==> config.mk <==
export PLATFORM = sky130hd
export DESIGN_NAME = tsd_shift_taps
export DESIGN_NICKNAME = d
export VERILOG_FILES = /design/src/tsd_tap_segment.v /design/src/tsd_tap_select.v /design/src/tsd_shift_taps.v
export VERILOG_INCLUDE_DIRS = /design/src
export SDC_FILE = /design/constraint.sdc
export NUM_CORES = 1
export LEC_CHECK = 0
export BUFFER_PORTS_ARGS = -buffer_cell sky130_fd_sc_hd__buf_2
export CORE_ASPECT_RATIO = 0.8
export CORE_MARGIN = 5
export CORE_UTILIZATION = 40
export CTS_CLUSTER_SIZE = 30
export DETAILED_ROUTE_END_ITERATION = 12
export PLACE_DENSITY = 0.58
export REMOVE_ABC_BUFFERS = 1
export SYNTH_ARGS = -nofsm -noshare
export SYNTH_HDL_FRONTEND = slang
export SYNTH_HIERARCHICAL = 1
export SYNTH_SLANG_ARGS = --single-unit
==> constraint.sdc <==
create_clock -name CLOCK_I -period 3.75 [get_ports CLOCK_I]
set_input_delay 0 -clock CLOCK_I [delete_from_list [all_inputs] [get_ports CLOCK_I]]
set_output_delay 0 -clock CLOCK_I [all_outputs]
set_load 0.02 [all_outputs]
==> src/tsd_defines.vh <==
`ifndef TSD_DEFINES_VH
`define TSD_DEFINES_VH

// Parameter defaults for the chain.
`define TSD_DEF_WIDTH 8
`define TSD_DEF_TAP_COUNT 4
`define TSD_DEF_TAP_DISTANCE 3
`define TSD_MIN_TAP_DISTANCE 3

// Register byte offsets on the AXI4-Lite port.
`define TSD_ADDR_W 8
`define TSD_ADDR_CTRL 8'h00
`define TSD_ADDR_CLEAR 8'h04
`define TSD_ADDR_PUSH 8'h08
`define TSD_ADDR_STATUS 8'h0c
`define TSD_ADDR_TAP_SEL 8'h10
`define TSD_ADDR_TAP_DATA 8'h14
`define TSD_ADDR_PARAMS 8'h18

// Control register fields and reset value.
`define TSD_CTRL_SRC_SW 0
`define TSD_CTRL_PIN_GATE 1
`define TSD_CTRL_RESET 2'h2
`define TSD_CLEAR_BIT 0

// Status register fields.
`define TSD_STAT_CLEAR_PIN 16
`define TSD_STAT_FULL 17

// Bus responses.
`define TSD_RESP_OKAY 2'h0
`define TSD_RESP_SLVERR 2'h2

`endif

==> src/tsd_tap_segment.v <==
`timescale 1ns/10ps

module tsd_tap_segment #(
    parameter WIDTH = 8,
    parameter DEPTH = 3,
    parameter INIT_ZERO = 1
) (
    // Clock and clears.
    input wire clk_i,
    input wire rst_n_i,
    input wire aclr_i,
    input wire sync_clr_i,
    // Chain data.
    input wire shift_i,
    input wire [WIDTH-1:0] din_i,
    output wire [WIDTH-1:0] dout_o
);

localparam PTR_W = (DEPTH > 1) ? $clog2(DEPTH) : 1;
localparam [PTR_W-1:0] LAST = DEPTH - 1;

reg [WIDTH-1:0] mem [0:DEPTH-1];
reg [DEPTH-1:0] valid;
reg [PTR_W-1:0] ptr;

////////////////////////////////////////////////////////////////////////
// A memory array cannot be wiped in one step, so each word carries a
// valid flag; the flags clear at once and, with INIT_ZERO set, mask stale contents.
always @(posedge clk_i or posedge aclr_i) begin
    if (aclr_i) begin
        valid <= {DEPTH{1'b0}};
        ptr <= {PTR_W{1'b0}};
    end else if (!rst_n_i || sync_clr_i) begin
        valid <= {DEPTH{1'b0}};
        ptr <= {PTR_W{1'b0}};
    end else if (shift_i) begin
        valid[ptr] <= 1'b1;
        ptr <= (ptr == LAST) ? {PTR_W{1'b0}} : ptr + 1'b1;
    end
end

always @(posedge clk_i) begin
    if (shift_i && !aclr_i) begin
        mem[ptr] <= din_i;
    end
end

////////////////////////////////////////////////////////////////////////
// The word under the registered pointer was written DEPTH shifts ago.
wire word_ok = (INIT_ZERO != 0) ? valid[ptr] : 1'b1;
assign dout_o = (aclr_i || !word_ok) ? {WIDTH{1'b0}} : mem[ptr];

endmodule

==> src/tsd_tap_select.v <==
`timescale 1ns/10ps

module tsd_tap_select #(
    parameter WIDTH = 8,
    parameter TAP_COUNT = 4
) (
    // Tap bus and selection.
    input wire [WIDTH*TAP_COUNT-1:0] taps_i,
    input wire [7:0] sel_i,
    // Selected word, zero when the index is out of range.
    output reg [WIDTH-1:0] word_o
);

integer i;

always @* begin
    word_o = {WIDTH{1'b0}};
    for (i = 0; i < TAP_COUNT; i = i + 1) begin
        if (sel_i == i[7:0]) begin
            word_o = taps_i[i*WIDTH +: WIDTH];
        end
    end
end

endmodule

==> src/tsd_shift_taps.v <==
// The implementer's own choices: the placing of the registers and register access over AXI4-Lite.
`timescale 1ns/10ps
`include "tsd_defines.vh"

// Notes on behaviour
// - Whole input word shifts in at once.
// - Shift only on edges with advance enable.
// - Without enable port, shift every edge.
// - Asynchronous clear erases chain without clock; with INIT_ZERO at 0 the stored words reappear once it ends.
// - Clear forces end and taps to zero.
// - Chain-end output carries the oldest word.
// - Tap bus is width times tap count.
// - Top tap group equals chain-end output.
// - Taps evenly spaced, all concatenated.
// - Spacing sets memory words per segment.
// - Zero or unknown starting contents.
// - Only memory addresses are registered.
// - Each tap readable as separate word.
// - Configurable tap count, regular points.
// - Lowest tap shows word after m shifts.
// - No shift when enable low.

module tsd_shift_taps #(
    parameter WIDTH = `TSD_DEF_WIDTH,
    parameter TAP_COUNT = `TSD_DEF_TAP_COUNT,
    parameter TAP_DISTANCE = `TSD_DEF_TAP_DISTANCE,
    parameter HAS_ENABLE = 1,
    parameter HAS_CLEAR = 1,
    parameter INIT_ZERO = 1
) (
    // Clock and reset.
    input wire CLOCK_I,
    input wire RESET_N_I,
    // Chain input side.
    input wire [WIDTH-1:0] SHIFT_IN_I,
    input wire ADVANCE_EN_I,
    input wire CLEAR_I,
    // Chain outputs.
    output wire [WIDTH-1:0] SHIFT_OUT_O,
    output wire [WIDTH*TAP_COUNT-1:0] TAPS_O,
    output wire [WIDTH-1:0] TAP_GROUP_LOWEST_O,
    // AXI4-Lite write address channel.
    input wire [`TSD_ADDR_W-1:0] S_AXI_AWADDR_I,
    input wire [2:0] S_AXI_AWPROT_I,
    input wire S_AXI_AWVALID_I,
    output wire S_AXI_AWREADY_O,
    // AXI4-Lite write data channel.
    input wire [31:0] S_AXI_WDATA_I,
    input wire [3:0] S_AXI_WSTRB_I,
    input wire S_AXI_WVALID_I,
    output wire S_AXI_WREADY_O,
    // AXI4-Lite write response channel.
    output wire [1:0] S_AXI_BRESP_O,
    output wire S_AXI_BVALID_O,
    input wire S_AXI_BREADY_I,
    // AXI4-Lite read address channel.
    input wire [`TSD_ADDR_W-1:0] S_AXI_ARADDR_I,
    input wire [2:0] S_AXI_ARPROT_I,
    input wire S_AXI_ARVALID_I,
    output wire S_AXI_ARREADY_O,
    // AXI4-Lite read data channel.
    output wire [31:0] S_AXI_RDATA_O,
    output wire [1:0] S_AXI_RRESP_O,
    output wire S_AXI_RVALID_O,
    input wire S_AXI_RREADY_I
);

localparam TAPS_W = WIDTH * TAP_COUNT;
localparam CHAIN_LEN = TAP_COUNT * TAP_DISTANCE;
localparam [7:0] P_WIDTH = WIDTH;
localparam [7:0] P_TAPS = TAP_COUNT;
localparam [7:0] P_DIST = TAP_DISTANCE;
localparam [15:0] P_LEN = CHAIN_LEN;

////////////////////////////////////////////////////////////////////////
// Helpers.

function [31:0] merge_bytes;
    input [31:0] old_val;
    input [31:0] new_val;
    input [3:0] strb;
    integer b;
    begin
        merge_bytes = old_val;
        for (b = 0; b < 4; b = b + 1) begin
            if (strb[b]) begin
                merge_bytes[b*8 +: 8] = new_val[b*8 +: 8];
            end
        end
    end
endfunction

function is_mapped;
    input [`TSD_ADDR_W-1:0] addr;
    begin
        case (addr)
            `TSD_ADDR_CTRL,
            `TSD_ADDR_CLEAR,
            `TSD_ADDR_PUSH,
            `TSD_ADDR_STATUS,
            `TSD_ADDR_TAP_SEL,
            `TSD_ADDR_TAP_DATA,
            `TSD_ADDR_PARAMS: is_mapped = 1'b1;
            default: is_mapped = 1'b0;
        endcase
    end
endfunction

////////////////////////////////////////////////////////////////////////
// Register state.

reg [1:0] ctrl;
reg [7:0] tap_sel;
reg [WIDTH-1:0] push_word;
reg push_pulse;
reg soft_clear;
reg [15:0] shift_count;

wire src_sw = ctrl[`TSD_CTRL_SRC_SW];
wire pin_gate = ctrl[`TSD_CTRL_PIN_GATE];

////////////////////////////////////////////////////////////////////////
// Chain control.

// An absent enable port reads as constantly high.
wire pin_enable = (HAS_ENABLE != 0) ? ADVANCE_EN_I : 1'b1;
wire aclr = (HAS_CLEAR != 0) ? CLEAR_I : 1'b0;

// Software pushes replace the pin source entirely, so the two sources
// never compete for the same edge. Either source still needs the enable,
// and a software clear waits for it too, so with a low enable only the clear
// pin or a reset disturbs the outputs.
wire shift = pin_enable & (src_sw ? push_pulse : pin_gate);
wire clear_now = soft_clear & pin_enable;
wire [WIDTH-1:0] chain_in = src_sw ? push_word : SHIFT_IN_I;

wire [TAPS_W-1:0] taps;

genvar g;
generate
    for (g = 0; g < TAP_COUNT; g = g + 1) begin : seg
        wire [WIDTH-1:0] seg_in;
        if (g == 0) begin : first
            assign seg_in = chain_in;
        end else begin : later
            assign seg_in = taps[(g-1)*WIDTH +: WIDTH];
        end
        tsd_tap_segment #(
            .WIDTH(WIDTH),
            .DEPTH(TAP_DISTANCE),
            .INIT_ZERO(INIT_ZERO)
        ) u_seg (
            .clk_i(CLOCK_I),
            .rst_n_i(RESET_N_I),
            .aclr_i(aclr),
            .sync_clr_i(clear_now),
            .shift_i(shift),
            .din_i(seg_in),
            .dout_o(taps[g*WIDTH +: WIDTH])
        );
    end
endgenerate

// Data leaves the memory unregistered; the addresses carry the timing.
assign TAPS_O = taps;
assign TAP_GROUP_LOWEST_O = taps[WIDTH-1:0];
assign SHIFT_OUT_O = taps[TAPS_W-1 -: WIDTH];

////////////////////////////////////////////////////////////////////////
// Shift counter for status; saturates rather than wrapping so that the
// full flag stays trustworthy on long runs.
always @(posedge CLOCK_I or posedge aclr) begin
    if (aclr) begin
        shift_count <= 16'h0000;
    end else if (!RESET_N_I || clear_now) begin
        shift_count <= 16'h0000;
    end else if (shift && shift_count != 16'hffff) begin
        shift_count <= shift_count + 16'h0001;
    end
end

wire chain_full = (shift_count >= P_LEN);

////////////////////////////////////////////////////////////////////////
// AXI4-Lite write path. Address and data are caught separately, in
// either order; the write happens once both are held.

reg aw_held;
reg [`TSD_ADDR_W-1:0] aw_addr;
reg w_held;
reg [31:0] w_data;
reg [3:0] w_strb;
reg bvalid;
reg [1:0] bresp;

wire do_write = aw_held & w_held & ~bvalid;
wire [31:0] ctrl_merged = merge_bytes({30'h0, ctrl}, w_data, w_strb);
wire [31:0] sel_merged = merge_bytes({24'h0, tap_sel}, w_data, w_strb);
wire [WIDTH+31:0] w_data_ext = {{WIDTH{1'b0}}, w_data};

assign S_AXI_AWREADY_O = ~aw_held & ~bvalid;
assign S_AXI_WREADY_O = ~w_held & ~bvalid;
assign S_AXI_BVALID_O = bvalid;
assign S_AXI_BRESP_O = bresp;

always @(posedge CLOCK_I) begin
    if (!RESET_N_I) begin
        aw_held <= 1'b0;
        aw_addr <= {`TSD_ADDR_W{1'b0}};
        w_held <= 1'b0;
        w_data <= 32'h00000000;
        w_strb <= 4'h0;
        bvalid <= 1'b0;
        bresp <= `TSD_RESP_OKAY;
    end else begin
        if (S_AXI_AWVALID_I && S_AXI_AWREADY_O) begin
            aw_held <= 1'b1;
            aw_addr <= S_AXI_AWADDR_I;
        end
        if (S_AXI_WVALID_I && S_AXI_WREADY_O) begin
            w_held <= 1'b1;
            w_data <= S_AXI_WDATA_I;
            w_strb <= S_AXI_WSTRB_I;
        end
        if (do_write) begin
            aw_held <= 1'b0;
            w_held <= 1'b0;
            bvalid <= 1'b1;
            bresp <= is_mapped(aw_addr) ? `TSD_RESP_OKAY : `TSD_RESP_SLVERR;
        end else if (bvalid && S_AXI_BREADY_I) begin
            bvalid <= 1'b0;
        end
    end
end

////////////////////////////////////////////////////////////////////////
// Register updates driven by writes.

always @(posedge CLOCK_I) begin
    if (!RESET_N_I) begin
        ctrl <= `TSD_CTRL_RESET;
        tap_sel <= 8'h00;
        push_word <= {WIDTH{1'b0}};
        push_pulse <= 1'b0;
        soft_clear <= 1'b0;
    end else begin
        // A pending push or clear is held until an enabled edge takes it.
        // Leaving the software source drops a push that is still waiting,
        // and a write of zero to the clear register withdraws a clear.
        push_pulse <= push_pulse & src_sw & ~pin_enable;
        soft_clear <= soft_clear & ~pin_enable;
        if (do_write) begin
            case (aw_addr)
                `TSD_ADDR_CTRL: begin
                    ctrl <= ctrl_merged[1:0];
                end
                `TSD_ADDR_CLEAR: begin
                    soft_clear <= w_data[`TSD_CLEAR_BIT] & w_strb[0];
                end
                `TSD_ADDR_PUSH: begin
                    // A push is only meaningful with the software source
                    // chosen; otherwise the word is dropped.
                    if (src_sw) begin
                        push_word <= w_data_ext[WIDTH-1:0];
                        push_pulse <= 1'b1;
                    end
                end
                `TSD_ADDR_TAP_SEL: begin
                    tap_sel <= sel_merged[7:0];
                end
                default: begin
                    ctrl <= ctrl;
                end
            endcase
        end
    end
end

////////////////////////////////////////////////////////////////////////
// AXI4-Lite read path: one read at a time, answered on the same edge
// that takes the address.

reg rvalid;
reg [31:0] rdata;
reg [1:0] rresp;
reg [31:0] next_rdata;

wire [WIDTH-1:0] sel_word;
wire [WIDTH+31:0] sel_word_ext = {32'h00000000, sel_word};

tsd_tap_select #(
    .WIDTH(WIDTH),
    .TAP_COUNT(TAP_COUNT)
) u_sel (
    .taps_i(taps),
    .sel_i(tap_sel),
    .word_o(sel_word)
);

always @* begin
    next_rdata = 32'h00000000;
    case (S_AXI_ARADDR_I)
        `TSD_ADDR_CTRL: next_rdata = {30'h0, ctrl};
        `TSD_ADDR_PUSH: next_rdata = w_data_ext[31:0] & 32'h00000000;
        `TSD_ADDR_STATUS: begin
            next_rdata[15:0] = shift_count;
            next_rdata[`TSD_STAT_CLEAR_PIN] = aclr;
            next_rdata[`TSD_STAT_FULL] = chain_full;
        end
        `TSD_ADDR_TAP_SEL: next_rdata = {24'h0, tap_sel};
        `TSD_ADDR_TAP_DATA: next_rdata = sel_word_ext[31:0];
        `TSD_ADDR_PARAMS: begin
            next_rdata = {7'h0, (INIT_ZERO != 0), P_DIST, P_TAPS, P_WIDTH};
        end
        default: next_rdata = 32'h00000000;
    endcase
end

assign S_AXI_ARREADY_O = ~rvalid;
assign S_AXI_RVALID_O = rvalid;
assign S_AXI_RDATA_O = rdata;
assign S_AXI_RRESP_O = rresp;

always @(posedge CLOCK_I) begin
    if (!RESET_N_I) begin
        rvalid <= 1'b0;
        rdata <= 32'h00000000;
        rresp <= `TSD_RESP_OKAY;
    end else if (S_AXI_ARVALID_I && !rvalid) begin
        rvalid <= 1'b1;
        rdata <= next_rdata;
        rresp <= is_mapped(S_AXI_ARADDR_I) ? `TSD_RESP_OKAY : `TSD_RESP_SLVERR;
    end else if (rvalid && S_AXI_RREADY_I) begin
        rvalid <= 1'b0;
    end
end

endmodule

==> results of run 1 <==
-- layout by cell type (no fill, tap or decap), drive strengths merged, types with 16 or more instances in the layout --
master       instances
mux2                41
nor2                20
nand2               90
o21ai               48
mux2i               27
inv                 22
a21boi              24
dfxtp               62
dfrtp               36
clkbuf              19
a21oi               69
and3                16
nor2b               38
buf                130
dlygate4sd3         31
edfxtp              96
-- layout make-up --
type / instances / area, um2 / share of cell area
repair buffers: 161 / 998 / 0.0942
clock inverters: 13 / 110 / 0.0104
clock buffers: 19 / 433 / 0.0408
inverters: 19 / 71.3 / 0.00673
well taps: 306 / 383 / 0.0361
multi-input cells: 537 / 3580 / 0.338
flip-flops and latches: 194 / 5020 / 0.474
-- critical path: stages, from the launching register on --
cell and delay (ps):
dfrtp_1 800, mux2i_1 260, or2_1 310, a21oi_1 320, mux4_2 520, and3_1 190
a222oi_1 310, o21ai_0 120
-- synth_stat cells (4+ instances only) --
| library cell | count | area share |
|---|---|---|
| mux2_2 | 33 | 0.041 |
| nor4_1 | 7 | 0.0048 |
| inv_1 | 18 | 0.0074 |
| nor3b_1 | 6 | 0.0049 |
| and3b_1 | 5 | 0.0048 |
| mux2i_1 | 27 | 0.029 |
| o31ai_1 | 9 | 0.0074 |
| nand4b_1 | 5 | 0.0048 |
| nand4_1 | 5 | 0.0034 |
| mux2_4 | 8 | 0.013 |
| nand2b_1 | 15 | 0.010 |
| a21boi_0 | 24 | 0.020 |
| o21ai_1 | 4 | 0.0022 |
| a222oi_1 | 5 | 0.0055 |
| nor2_1 | 20 | 0.0082 |
| and2_1 | 5 | 0.0034 |
| or4_1 | 8 | 0.0065 |
| buf_4 | 31 | 0.025 |
| dfxtp_1 | 62 | 0.14 |
| a22oi_1 | 12 | 0.0098 |
| nand3_1 | 15 | 0.0082 |
| or2_1 | 5 | 0.0034 |
| clkbuf_1 | 25 | 0.010 |
| dfrtp_1 | 36 | 0.098 |
| buf_6 | 13 | 0.016 |
| mux4_2 | 8 | 0.020 |
| and3_1 | 16 | 0.011 |
| nand2_1 | 90 | 0.037 |
| clkbuf_2 | 5 | 0.0027 |
| edfxtp_1 | 96 | 0.31 |
| o21ai_0 | 44 | 0.024 |
| a21oi_1 | 69 | 0.038 |
| nor2b_1 | 38 | 0.026 |
| buf_2 | 7 | 0.0038 |
-- power by group through the flow --
stage          clock network (W)  logic [W]  registers, W
2_1_floorplan                  0   0.000250       0.00238
4_1_cts                  0.00175   0.000428       0.00234
3_5_place_dp                   0   0.000401       0.00239
3_3_place_gp                   0   0.000401       0.00239
5_1_grt                  0.00183   0.000470       0.00235
6_report                 0.00171   0.000427       0.00234
-- through the flow --
step | hold slack [ps] | std cells | util | setup WS [ps] | power, W
after floorplan | -164 | 750 | - | 973 | 0.00263
after global placement | 157 | 1186 | 0.433 | 818 | 0.00279
after detailed placement | 161 | 1186 | 0.433 | 849 | 0.00279
after CTS | 13.8 | 1249 | 0.471 | 829 | 0.00452
after global routing | 47.7 | 1249 | 0.471 | 626 | 0.00465
final | 35.7 | 1249 | 0.471 | 787 | 0.00449
-- flip-flops by register name, summed over array words and instances (netlist names), 2 cells and up --
signal / cells
S_AXI_RDATA_O: 19
aw_addr: 8
ctrl: 2
push_word: 8
seg.u_seg/mem: 96
seg.u_seg/ptr: 8
seg.u_seg/valid: 12
shift_count: 16
tap_sel: 8
w_data: 8
-- repair_timing --
action | CTS | global route
buffers inserted | 0 | 0
hold buffers | 31 | 0
hold endpoints to repair | 80 | 0
-- metal layers --
| layer | track usage | up-vias | part of all wire |
|---|---|---|---|
| li1 | - | 3152 | - |
| met1 | 0.277 | 3121 | 0.51 |
| met2 | 0.246 | 189 | 0.43 |
| met3 | 0.0314 | 16 | 0.057 |
| met4 | 0.0445 | 2 | 0.0090 |
| met5 | 0 | - | 0.00031 |
-- how the worst max path moves through the flow --
| stage | start | endpoint | slack (ps) |
|---|---|---|---|
| CTS | seg[0].u_seg/ptr[0] | S_AXI_RDATA_O[6] | 830 |
| detailed placement | seg[0].u_seg/ptr[0] | S_AXI_RDATA_O[6] | 850 |
| floorplan | ctrl[0] | seg[0].u_seg/mem[0][0] | 970 |
| global placement | seg[0].u_seg/ptr[0] | S_AXI_RDATA_O[6] | 820 |
| global route | seg[2].u_seg/ptr[0] | S_AXI_RDATA_O[2] | 630 |
| finish | seg[0].u_seg/ptr[0] | S_AXI_RDATA_O[6] | 790 |
-- cells by family (layout without fill, tap and decap cells) --
family	Yosys count	after routing	synth area share
buffers and inverters	103	212	0.0671
multiplexers	76	76	0.103
AO/OA/AOI/OAI	177	177	0.115
AND/OR/NAND/NOR	266	266	0.163
adder cells (fa/ha/maj)	2	2	0.00273
XOR/XNOR	1	1	0.000955
flip-flops	194	194	0.548
other	1	15	0.000409
==> impl_metrics.py, run 1 <==
metrics = {
    "status": {
        "status": "finished, final reports clean",
    },
    "clock_tree": {
        "h-tree-depth": 4,
        "ctsResizeCount": 0,
        "cts.sinks": 194,
        "cts_tree": "yes",
        "clock_latency_ps": 430,
        "cts_buffer_depth": 2,
        "ctsRootBufferMaster": "clkbuf_16",
        "numCtsBuffers": 17,
        "clkTransAtPathRegs_ps": 70,
    },
    "timing": {
        "finClkSkew_ps": 8.11,
        "rsz0062_at_grt": "false",
        "max_slew_margin": 0.345,
        "fin_tns_setup_ps": 0,
        "drv_slew": 0,
        "finalCritPeriodShare": 0.790,
        "fmax_mhz": 337,
        "post-route-min-period_ps": 2960,
        "finalSetupViolations": 0,
        "hold_viol_final": 0,
        "worstMarginPinSlew_ps": 974,
    },
    "grt": {
        "grt-ovfl-total": 0,
        "first_global_vias": 6124,
        "antenna_found_initial": 1,
        "grt_use_total": 0.175,
        "grt_pass1_wl_um": 35400,
        "grt_max_degree": 45,
    },
    "logic_synthesis": {
        "ys_ff_latch": 194,
        "ys_seq_area_frac": 0.548,
        "yosysWarnings": 6,
        "synth_enable_flop_cells": 96,
        "synthCells": 820,
        "syn_area_per_cell_um2": 11.2,
        "synth_area_um2": 9170,
        "synthFlopType": "edfxtp_1",
        "synthDistinctLibCells": 60,
        "ys_async_sr_fraction": 0.186,
    },
    "critical_path": {
        "crit_type": "flip-flop to flip-flop",
        "timing.rr.start": "seg[0].u_seg/ptr[0]",
        "critPathMaxFanout": 17,
        "reg2reg_setup_slack_ps": 790,
        "start_kind": "flip-flop",
        "crit_arrival_ps": 3270,
        "crit_required_ps": 4050,
        "cp-end-kind": "flip-flop",
        "reg2reg_depth": 7,
        "r2r_end": "S_AXI_RDATA_O[6]",
    },
    "die": {
        "core_area_um2": 22500,
        "rows": 49,
        "die_h_um": 145,
        "fp.dieW_um": 179,
        "initial_core_util": 0.408,
        "die_area_um2": 26100,
        "io_pins": 164,
    },
    "pwr": {
        "ir_drop_mv": 0.238,
        "p_sw_frac": 0.248,
        "power.switching_w": 0.00111,
        "seq_power_share": 0.523,
        "power_density_nw_per_um2": 423,
        "internal-power_w": 0.00337,
        "clkPwrFrac": 0.382,
        "p_comb_frac": 0.095,
        "power.leakage_nw": 4.10,
    },
    "cells_and_area": {
        "drive_above_1_share": 0.227,
        "nNetsFinal": 1007,
        "antenna_cells": 0,
        "design_area_um2": 10600,
        "area_growth_pct": 15.6,
        "n_fill_cell": 2058,
    },
    "route": {
        "totalWireLength_um": 22700,
        "vias": 6480,
        "routedWlPerCell_um": 18.2,
        "postRouteAntennaNets": 0,
        "via_per_inst": 5.19,
        "drcViolationCount": 0,
        "drt_first_pass_iters": 6,
        "drt_iter0_drc": 539,
    },
    "worst_hold_path": {
        "holdPathStages": 2,
        "worst_hold_path_type": "input port to flip-flop",
        "whs_endpoint": "S_AXI_RDATA_O[24]",
        "hold_start": "RESET_N_I",
    },
    "placement": {
        "place.gp.congestion": 0.819,
        "hpwl_um": 15700,
        "place_area_um2": 9750,
        "portBuffers": 115,
    },
    "run": {
        "max-cap-violations": 0,
    },
}
Power figures use the tool's default switching activity.
==> run 2: changes to the inputs <==
--- a/config.mk
+++ b/config.mk
@@ -6,6 +6,7 @@
 export SDC_FILE = /design/constraint.sdc
 export NUM_CORES = 1
 export LEC_CHECK = 0
+export ABC_AREA = 1
 export BUFFER_PORTS_ARGS = -buffer_cell sky130_fd_sc_hd__buf_2
 export CORE_ASPECT_RATIO = 0.8
 export CORE_MARGIN = 5
==> constraint.sdc (replaced) <==
create_clock -name CLOCK_I -period 2.95 [get_ports CLOCK_I]
set_input_delay 0 -clock CLOCK_I [delete_from_list [all_inputs] [get_ports CLOCK_I]]
set_output_delay 0 -clock CLOCK_I [all_outputs]
set_load 0.02 [all_outputs]
==> impl_metrics.py, run 2 <==
metrics = {
    "timing": {
        "max_slew_margin": 0.559,
        "post-route-min-period_ps": 2370,
        "fin_tns_setup_ps": 0,
        "finClkSkew_ps": 14.2,
        "finalCritPeriodShare": 0.805,
        "hold_viol_final": 0,
        "rsz0062_at_grt": "false",
        "worstMarginPinSlew_ps": 661,
        "finalSetupViolations": 0,
        "drv_slew": 0,
        "fmax_mhz": 421,
    },
    "cells_and_area": {
        "layout_common_cells": "270 x nand2_1, 193 x nor2_1, 115 x buf_2",
        "area_growth_pct": 18.4,
        "drive_above_1_share": 0.206,
        "fin_cells": 1590,
        "top_register": "seg.u_seg/mem",
        "final_common_cell": "nand2_1",
        "largest_register_ffs": 96,
        "antenna_cells": 0,
        "nNetsFinal": 1342,
    },
    "route": {
        "drt_iter0_drc": 530,
        "drt_first_pass_iters": 5,
        "met1_length_um": 11500,
        "postRouteAntennaNets": 0,
        "top_layer_used": "met4",
        "vias": 7629,
        "drcViolationCount": 0,
        "routed-wl-met2_um": 10100,
        "routedWlPerCell_um": 14.7,
        "wl_met3_um": 1420,
        "via_per_inst": 4.80,
        "totalWireLength_um": 23300,
    },
    "grt": {
        "antenna_found_initial": 0,
        "first_global_vias": 7012,
        "grt_use_total": 0.176,
        "grt_max_degree": 48,
        "grt_pass1_wl_um": 37700,
        "grt-ovfl-total": 0,
    },
    "pwr": {
        "power_density_nw_per_um2": 536,
        "power.leakage_nw": 5.03,
        "ir_drop_mv": 0.381,
        "finalPower_w": 0.00594,
    },
    "worst_hold_path": {
        "holdPathStages": 3,
        "worst_hold_path_type": "input port to flip-flop",
    },
    "logic_synthesis": {
        "ys_seq_area_frac": 0.536,
        "yosysTopAreaCell": "edfxtp_1",
        "yosysWarnings": 6,
        "synthFlopType": "edfxtp_1",
        "synth_area_leaders": "edfxtp_1 31%, dfxtp_1 13%, nand2_1 11%",
        "synth_enable_flop_cells": 96,
        "ys_ff_latch": 194,
        "syn_area_per_cell_um2": 8.43,
        "synth_area_um2": 9380,
        "synthDistinctLibCells": 42,
        "synth_most_common_cell": "nand2_1",
        "synth_common_cells": "270 x nand2_1, 193 x nor2_1, 96 x edfxtp_1",
        "synth_top_cell_area_share": 0.307,
        "synthCells": 1112,
        "ys_async_sr_fraction": 0.186,
    },
    "run": {
        "max-cap-violations": 0,
    },
    "die": {
        "core_area_um2": 23200,
        "rows": 50,
        "die_h_um": 147,
        "io_pins": 164,
        "fp.dieW_um": 181,
        "die_area_um2": 26600,
        "initial_core_util": 0.404,
    },
    "critical_path": {
        "critPathMaxFanout": 12,
        "crit_required_ps": 3310,
        "crit_type": "flip-flop to flip-flop",
        "cp-end-kind": "flip-flop",
        "crit_arrival_ps": 2730,
        "start_kind": "flip-flop",
        "reg2reg_depth": 13,
    },
    "clock_tree": {
        "ctsRootBufferMaster": "clkbuf_16",
        "clock_latency_ps": 430,
        "h-tree-depth": 4,
        "clkTransAtPathRegs_ps": 70,
        "hold_buffers": 29,
        "ctsResizeCount": 0,
        "numCtsBuffers": 17,
        "cts.sinks": 194,
        "cts_buffer_depth": 2,
        "postCtsSetupBuffers": 0,
        "cts_tree": "yes",
    },
    "placement": {
        "hpwl_um": 17000,
        "place.gp.congestion": 0.884,
        "place_inst": 1529,
        "portBuffers": 115,
    },
    "status": {
        "status": "finished, final reports clean",
    },
}
run 2: worst paths after layout:
path | startpoint | to | slack (ps)
setup / recovery | seg[2].u_seg/ptr[1] | S_AXI_RDATA_O[0] | 580
hold / removal | S_AXI_WVALID_I | w_strb[0] | 20
max in group asynchronous | CLEAR_I | shift_count[6] | 2500
setup reg to reg | seg[2].u_seg/ptr[1] | S_AXI_RDATA_O[0] | 580
hold reg to reg | aw_addr[1] | aw_addr[1] | 450
min in group asynchronous | CLEAR_I | seg[1].u_seg/ptr[0] | 110
run 2: through the flow:
stage / hold slack (ps) / utilization / cell area (um2) / worst slack [ps]
4_1_cts: 6.48 / 0.478 / 11100 / 596
2_1_floorplan: -227 / - / 9030 / 645
3_5_place_dp: 3.09 / 0.441 / 10200 / 618
3_3_place_gp: 0.924 / 0.441 / 10200 / 636
6_report: 24.1 / 0.478 / 11100 / 575
5_1_grt: 74.5 / 0.478 / 11100 / 303
run 2: cells by family (layout without fill, tap and decap cells):
family | Yosys count | in the layout | synth area share
DFF | 194 | 194 | 0.536
AOI/OAI and AO/OA | 104 | 104 | 0.0602
buffers and inverters | 172 | 324 | 0.0896
xor gates and xnor gates | 6 | 6 | 0.00561
adders and majority gates | 2 | 2 | 0.00267
other | 1 | 15 | 0.000400
and+or+nand+nor | 633 | 633 | 0.306
run 2: final cells by class:
type                    count  area (um2)
flip-flops and latches    194        5020
fillers                  2268       12100
multi-input cells         760        3560
clock buffers              17         425
clock inverters            15         150
inverters                 117         444
well taps                 312         390
repair buffers            175        1100
run 2: worst max-delay path, cell delays in order (launching register included):
cell and delay [ps]:
dfrtp_1 570, inv_2 220, nand2_1 180, nor2_1 140, nor2_1 60, nor2_1 320
inv_1 90, o2111ai_1 180, nand2_1 80, nand2_1 90, nand3_1 80, nand4_1 100
nand2_1 50, a21oi_1 130
run 2: per-layer routing:
layer  global-route usage  vias to the layer above
met3               0.0394                       18
met5                    0                        -
met4               0.0431                        0
met2                0.258                      214
met1                0.264                     3521
li1                     -                     3876
run 2: power by group:
| group | leakage (nW) | total, W | switching, W | internal [W] |
|---|---|---|---|---|
| registers | 1.89 | 0.00300 | 0.0000780 | 0.00293 |
| clock network | 0.270 | 0.00227 | 0.00108 | 0.00119 |
| logic | 2.86 | 0.000670 | 0.000456 | 0.000214 |
==> run 3: changes to the inputs <==
--- a/config.mk
+++ b/config.mk
@@ -6,7 +6,7 @@
 export SDC_FILE = /design/constraint.sdc
 export NUM_CORES = 1
 export LEC_CHECK = 0
-export ABC_AREA = 1
+export ABC_AREA = 0
 export BUFFER_PORTS_ARGS = -buffer_cell sky130_fd_sc_hd__buf_2
 export CORE_ASPECT_RATIO = 0.8
 export CORE_MARGIN = 5
==> constraint.sdc (replaced) <==
create_clock -name CLOCK_I -period 2.4 [get_ports CLOCK_I]
set_input_delay 0 -clock CLOCK_I [delete_from_list [all_inputs] [get_ports CLOCK_I]]
set_output_delay 0 -clock CLOCK_I [all_outputs]
set_load 0.02 [all_outputs]
==> impl_metrics.py, run 3 (synthesis gave the netlist of run 1 again) <==
metrics = {
    "status": {
        "status": "finished, final reports clean",
    },
    "route": {
        "drt_first_pass_iters": 5,
        "via_per_inst": 5.20,
        "drcViolationCount": 0,
        "routedWlPerCell_um": 18.0,
        "vias": 6879,
        "totalWireLength_um": 23800,
        "drt_iter0_drc": 613,
        "postRouteAntennaNets": 0,
    },
    "die": {
        "rows": 49,
        "io_pins": 164,
        "die_h_um": 145,
        "fp.dieW_um": 179,
        "die_area_um2": 26100,
        "initial_core_util": 0.408,
        "core_area_um2": 22500,
    },
    "timing": {
        "drv_slew": 0,
        "finalSetupViolations": 0,
        "max_slew_margin": 0.545,
        "finalCritPeriodShare": 0.978,
        "hold_viol_final": 0,
        "finClkSkew_ps": 19.3,
        "rsz0062_at_grt": "true",
        "fin_tns_setup_ps": 0,
        "post-route-min-period_ps": 2350,
        "fmax_mhz": 426,
        "setup_ws_ps": 52.7,
        "worstMarginPinSlew_ps": 682,
    },
    "cells_and_area": {
        "multiInputGateArea_um2": 3640,
        "area_growth_pct": 22.8,
        "n_fill_cell": 2058,
        "drive_above_1_share": 0.304,
        "largest_register_ffs": 96,
        "design_area_um2": 11300,
        "final_util": 0.501,
        "nNetsFinal": 1079,
        "final_common_cell": "buf_2",
        "final-seq-area_um2": 5030,
        "top_register": "seg.u_seg/mem",
        "layout_common_cells": "115 x buf_2, 96 x edfxtp_1, 90 x nand2_1",
    },
    "placement": {
        "place.gp.congestion": 0.848,
        "hpwl_um": 17500,
        "place_area_um2": 10300,
        "pre_cts_ws_ps": -116,
        "portBuffers": 115,
    },
    "clock_tree": {
        "cts_buffer_depth": 2,
        "clock_latency_ps": 440,
        "cts.sinks": 194,
        "h-tree-depth": 4,
        "ctsRootBufferMaster": "clkbuf_16",
        "clkTransAtPathRegs_ps": 70,
        "numCtsBuffers": 17,
        "cts_tree": "yes",
    },
    "grt": {
        "grt_use_total": 0.182,
        "grt_pass1_wl_um": 36900,
        "first_global_vias": 6350,
        "antenna_found_initial": 3,
        "grt-ovfl-total": 0,
        "grt_max_degree": 28,
    },
    "worst_hold_path": {
        "worst_hold_path_type": "input port to flip-flop",
    },
    "critical_path": {
        "critPathMaxFanout": 7,
        "crit_type": "flip-flop to flip-flop",
        "cp-end-kind": "flip-flop",
        "start_kind": "flip-flop",
        "crit_required_ps": 2710,
        "crit_arrival_ps": 2660,
    },
    "pwr": {
        "ir_drop_mv": 0.401,
        "power_density_nw_per_um2": 629,
        "power.leakage_nw": 4.52,
    },
    "run": {
        "max-cap-violations": 0,
    },
}
[run 3: cell count changes in the layout (fill, tap and decap cells not counted), sizes merged, moves of 36 or more]
cell / change
nand2: -192
nor2b: +38
nand3: -80
buf: +55
a21oi: +36
inv: -95
mux2: +41
nor2: -203
[run 3: stage by stage]
step                      power (W)  instances  hold slack (ps)
after floorplan             0.00410        750             -164
after global placement      0.00446       1252             70.8
after detailed placement    0.00447       1252             60.7
after CTS                   0.00711       1316             12.5
after global routing        0.00736       1323             9.85
final                       0.00708       1324             3.69
[run 3: worst paths after layout]
| check | start | endpoint | slack, ps | depth (start not counted) |
|---|---|---|---|---|
| setup / recovery | seg[3].u_seg/ptr[0] | S_AXI_RDATA_O[1] | 50 | 10 |
| hold / removal | RESET_N_I | S_AXI_RDATA_O[15] | 4 | 2 |
| setup reg to reg | seg[3].u_seg/ptr[0] | S_AXI_RDATA_O[1] | 50 | 10 |
| hold reg to reg | aw_addr[1] | aw_addr[1] | 470 | 2 |
| max in group asynchronous | CLEAR_I | shift_count[0] | 1480 | 4 |
| min in group asynchronous | CLEAR_I | seg[3].u_seg/valid[2] | 160 | 3 |
[run 3: timing repair]
item                                   CTS  global route
pin swaps                                0             6
endpoints found under the hold margin   80             0
setup endpoints to repair                8            16
gates resized for setup                  6            37
hold buffers                            31             0
buffers inserted                         1             5
[run 3: power breakdown]
group	internal (W)	leakage [nW]	switching, W
Clock	0.00140	0.277	0.00120
Sequential	0.00358	1.90	0.0000647
Combinational	0.000372	2.34	0.000464
Total	0.00535	4.52	0.00173
[run 3: layout make-up]
type                            count  share of cell area
Clock inverter                     10             0.00511
Clock buffer                       22              0.0421
Timing Repair Buffer              233               0.142
Inverter                           19             0.00633
Antenna cell                        3            0.000666
Sequential cell                   194               0.447
Multi-Input combinational cell    537               0.323
Tap cell                          306              0.0340
[run 3: worst max-delay path, stage by stage, from the launching register on]
cell     delay, ps
dfrtp_2        440
buf_12         150
mux2_4         280
o21ai_0        190
a21oi_2        100
mux4_2         490
and3_1         200
nand3_1         70
o21ai_0         80
a22oi_1        130
o21ai_0         80
[run 3: metal layers]
metal  up-vias  GRT usage  part of all wire
li1       3317          -                 -
met1      3276      0.293              0.50
met2       252      0.241              0.41
met3        32     0.0408             0.073
met4         2     0.0537             0.017
met5         -          0           0.00029
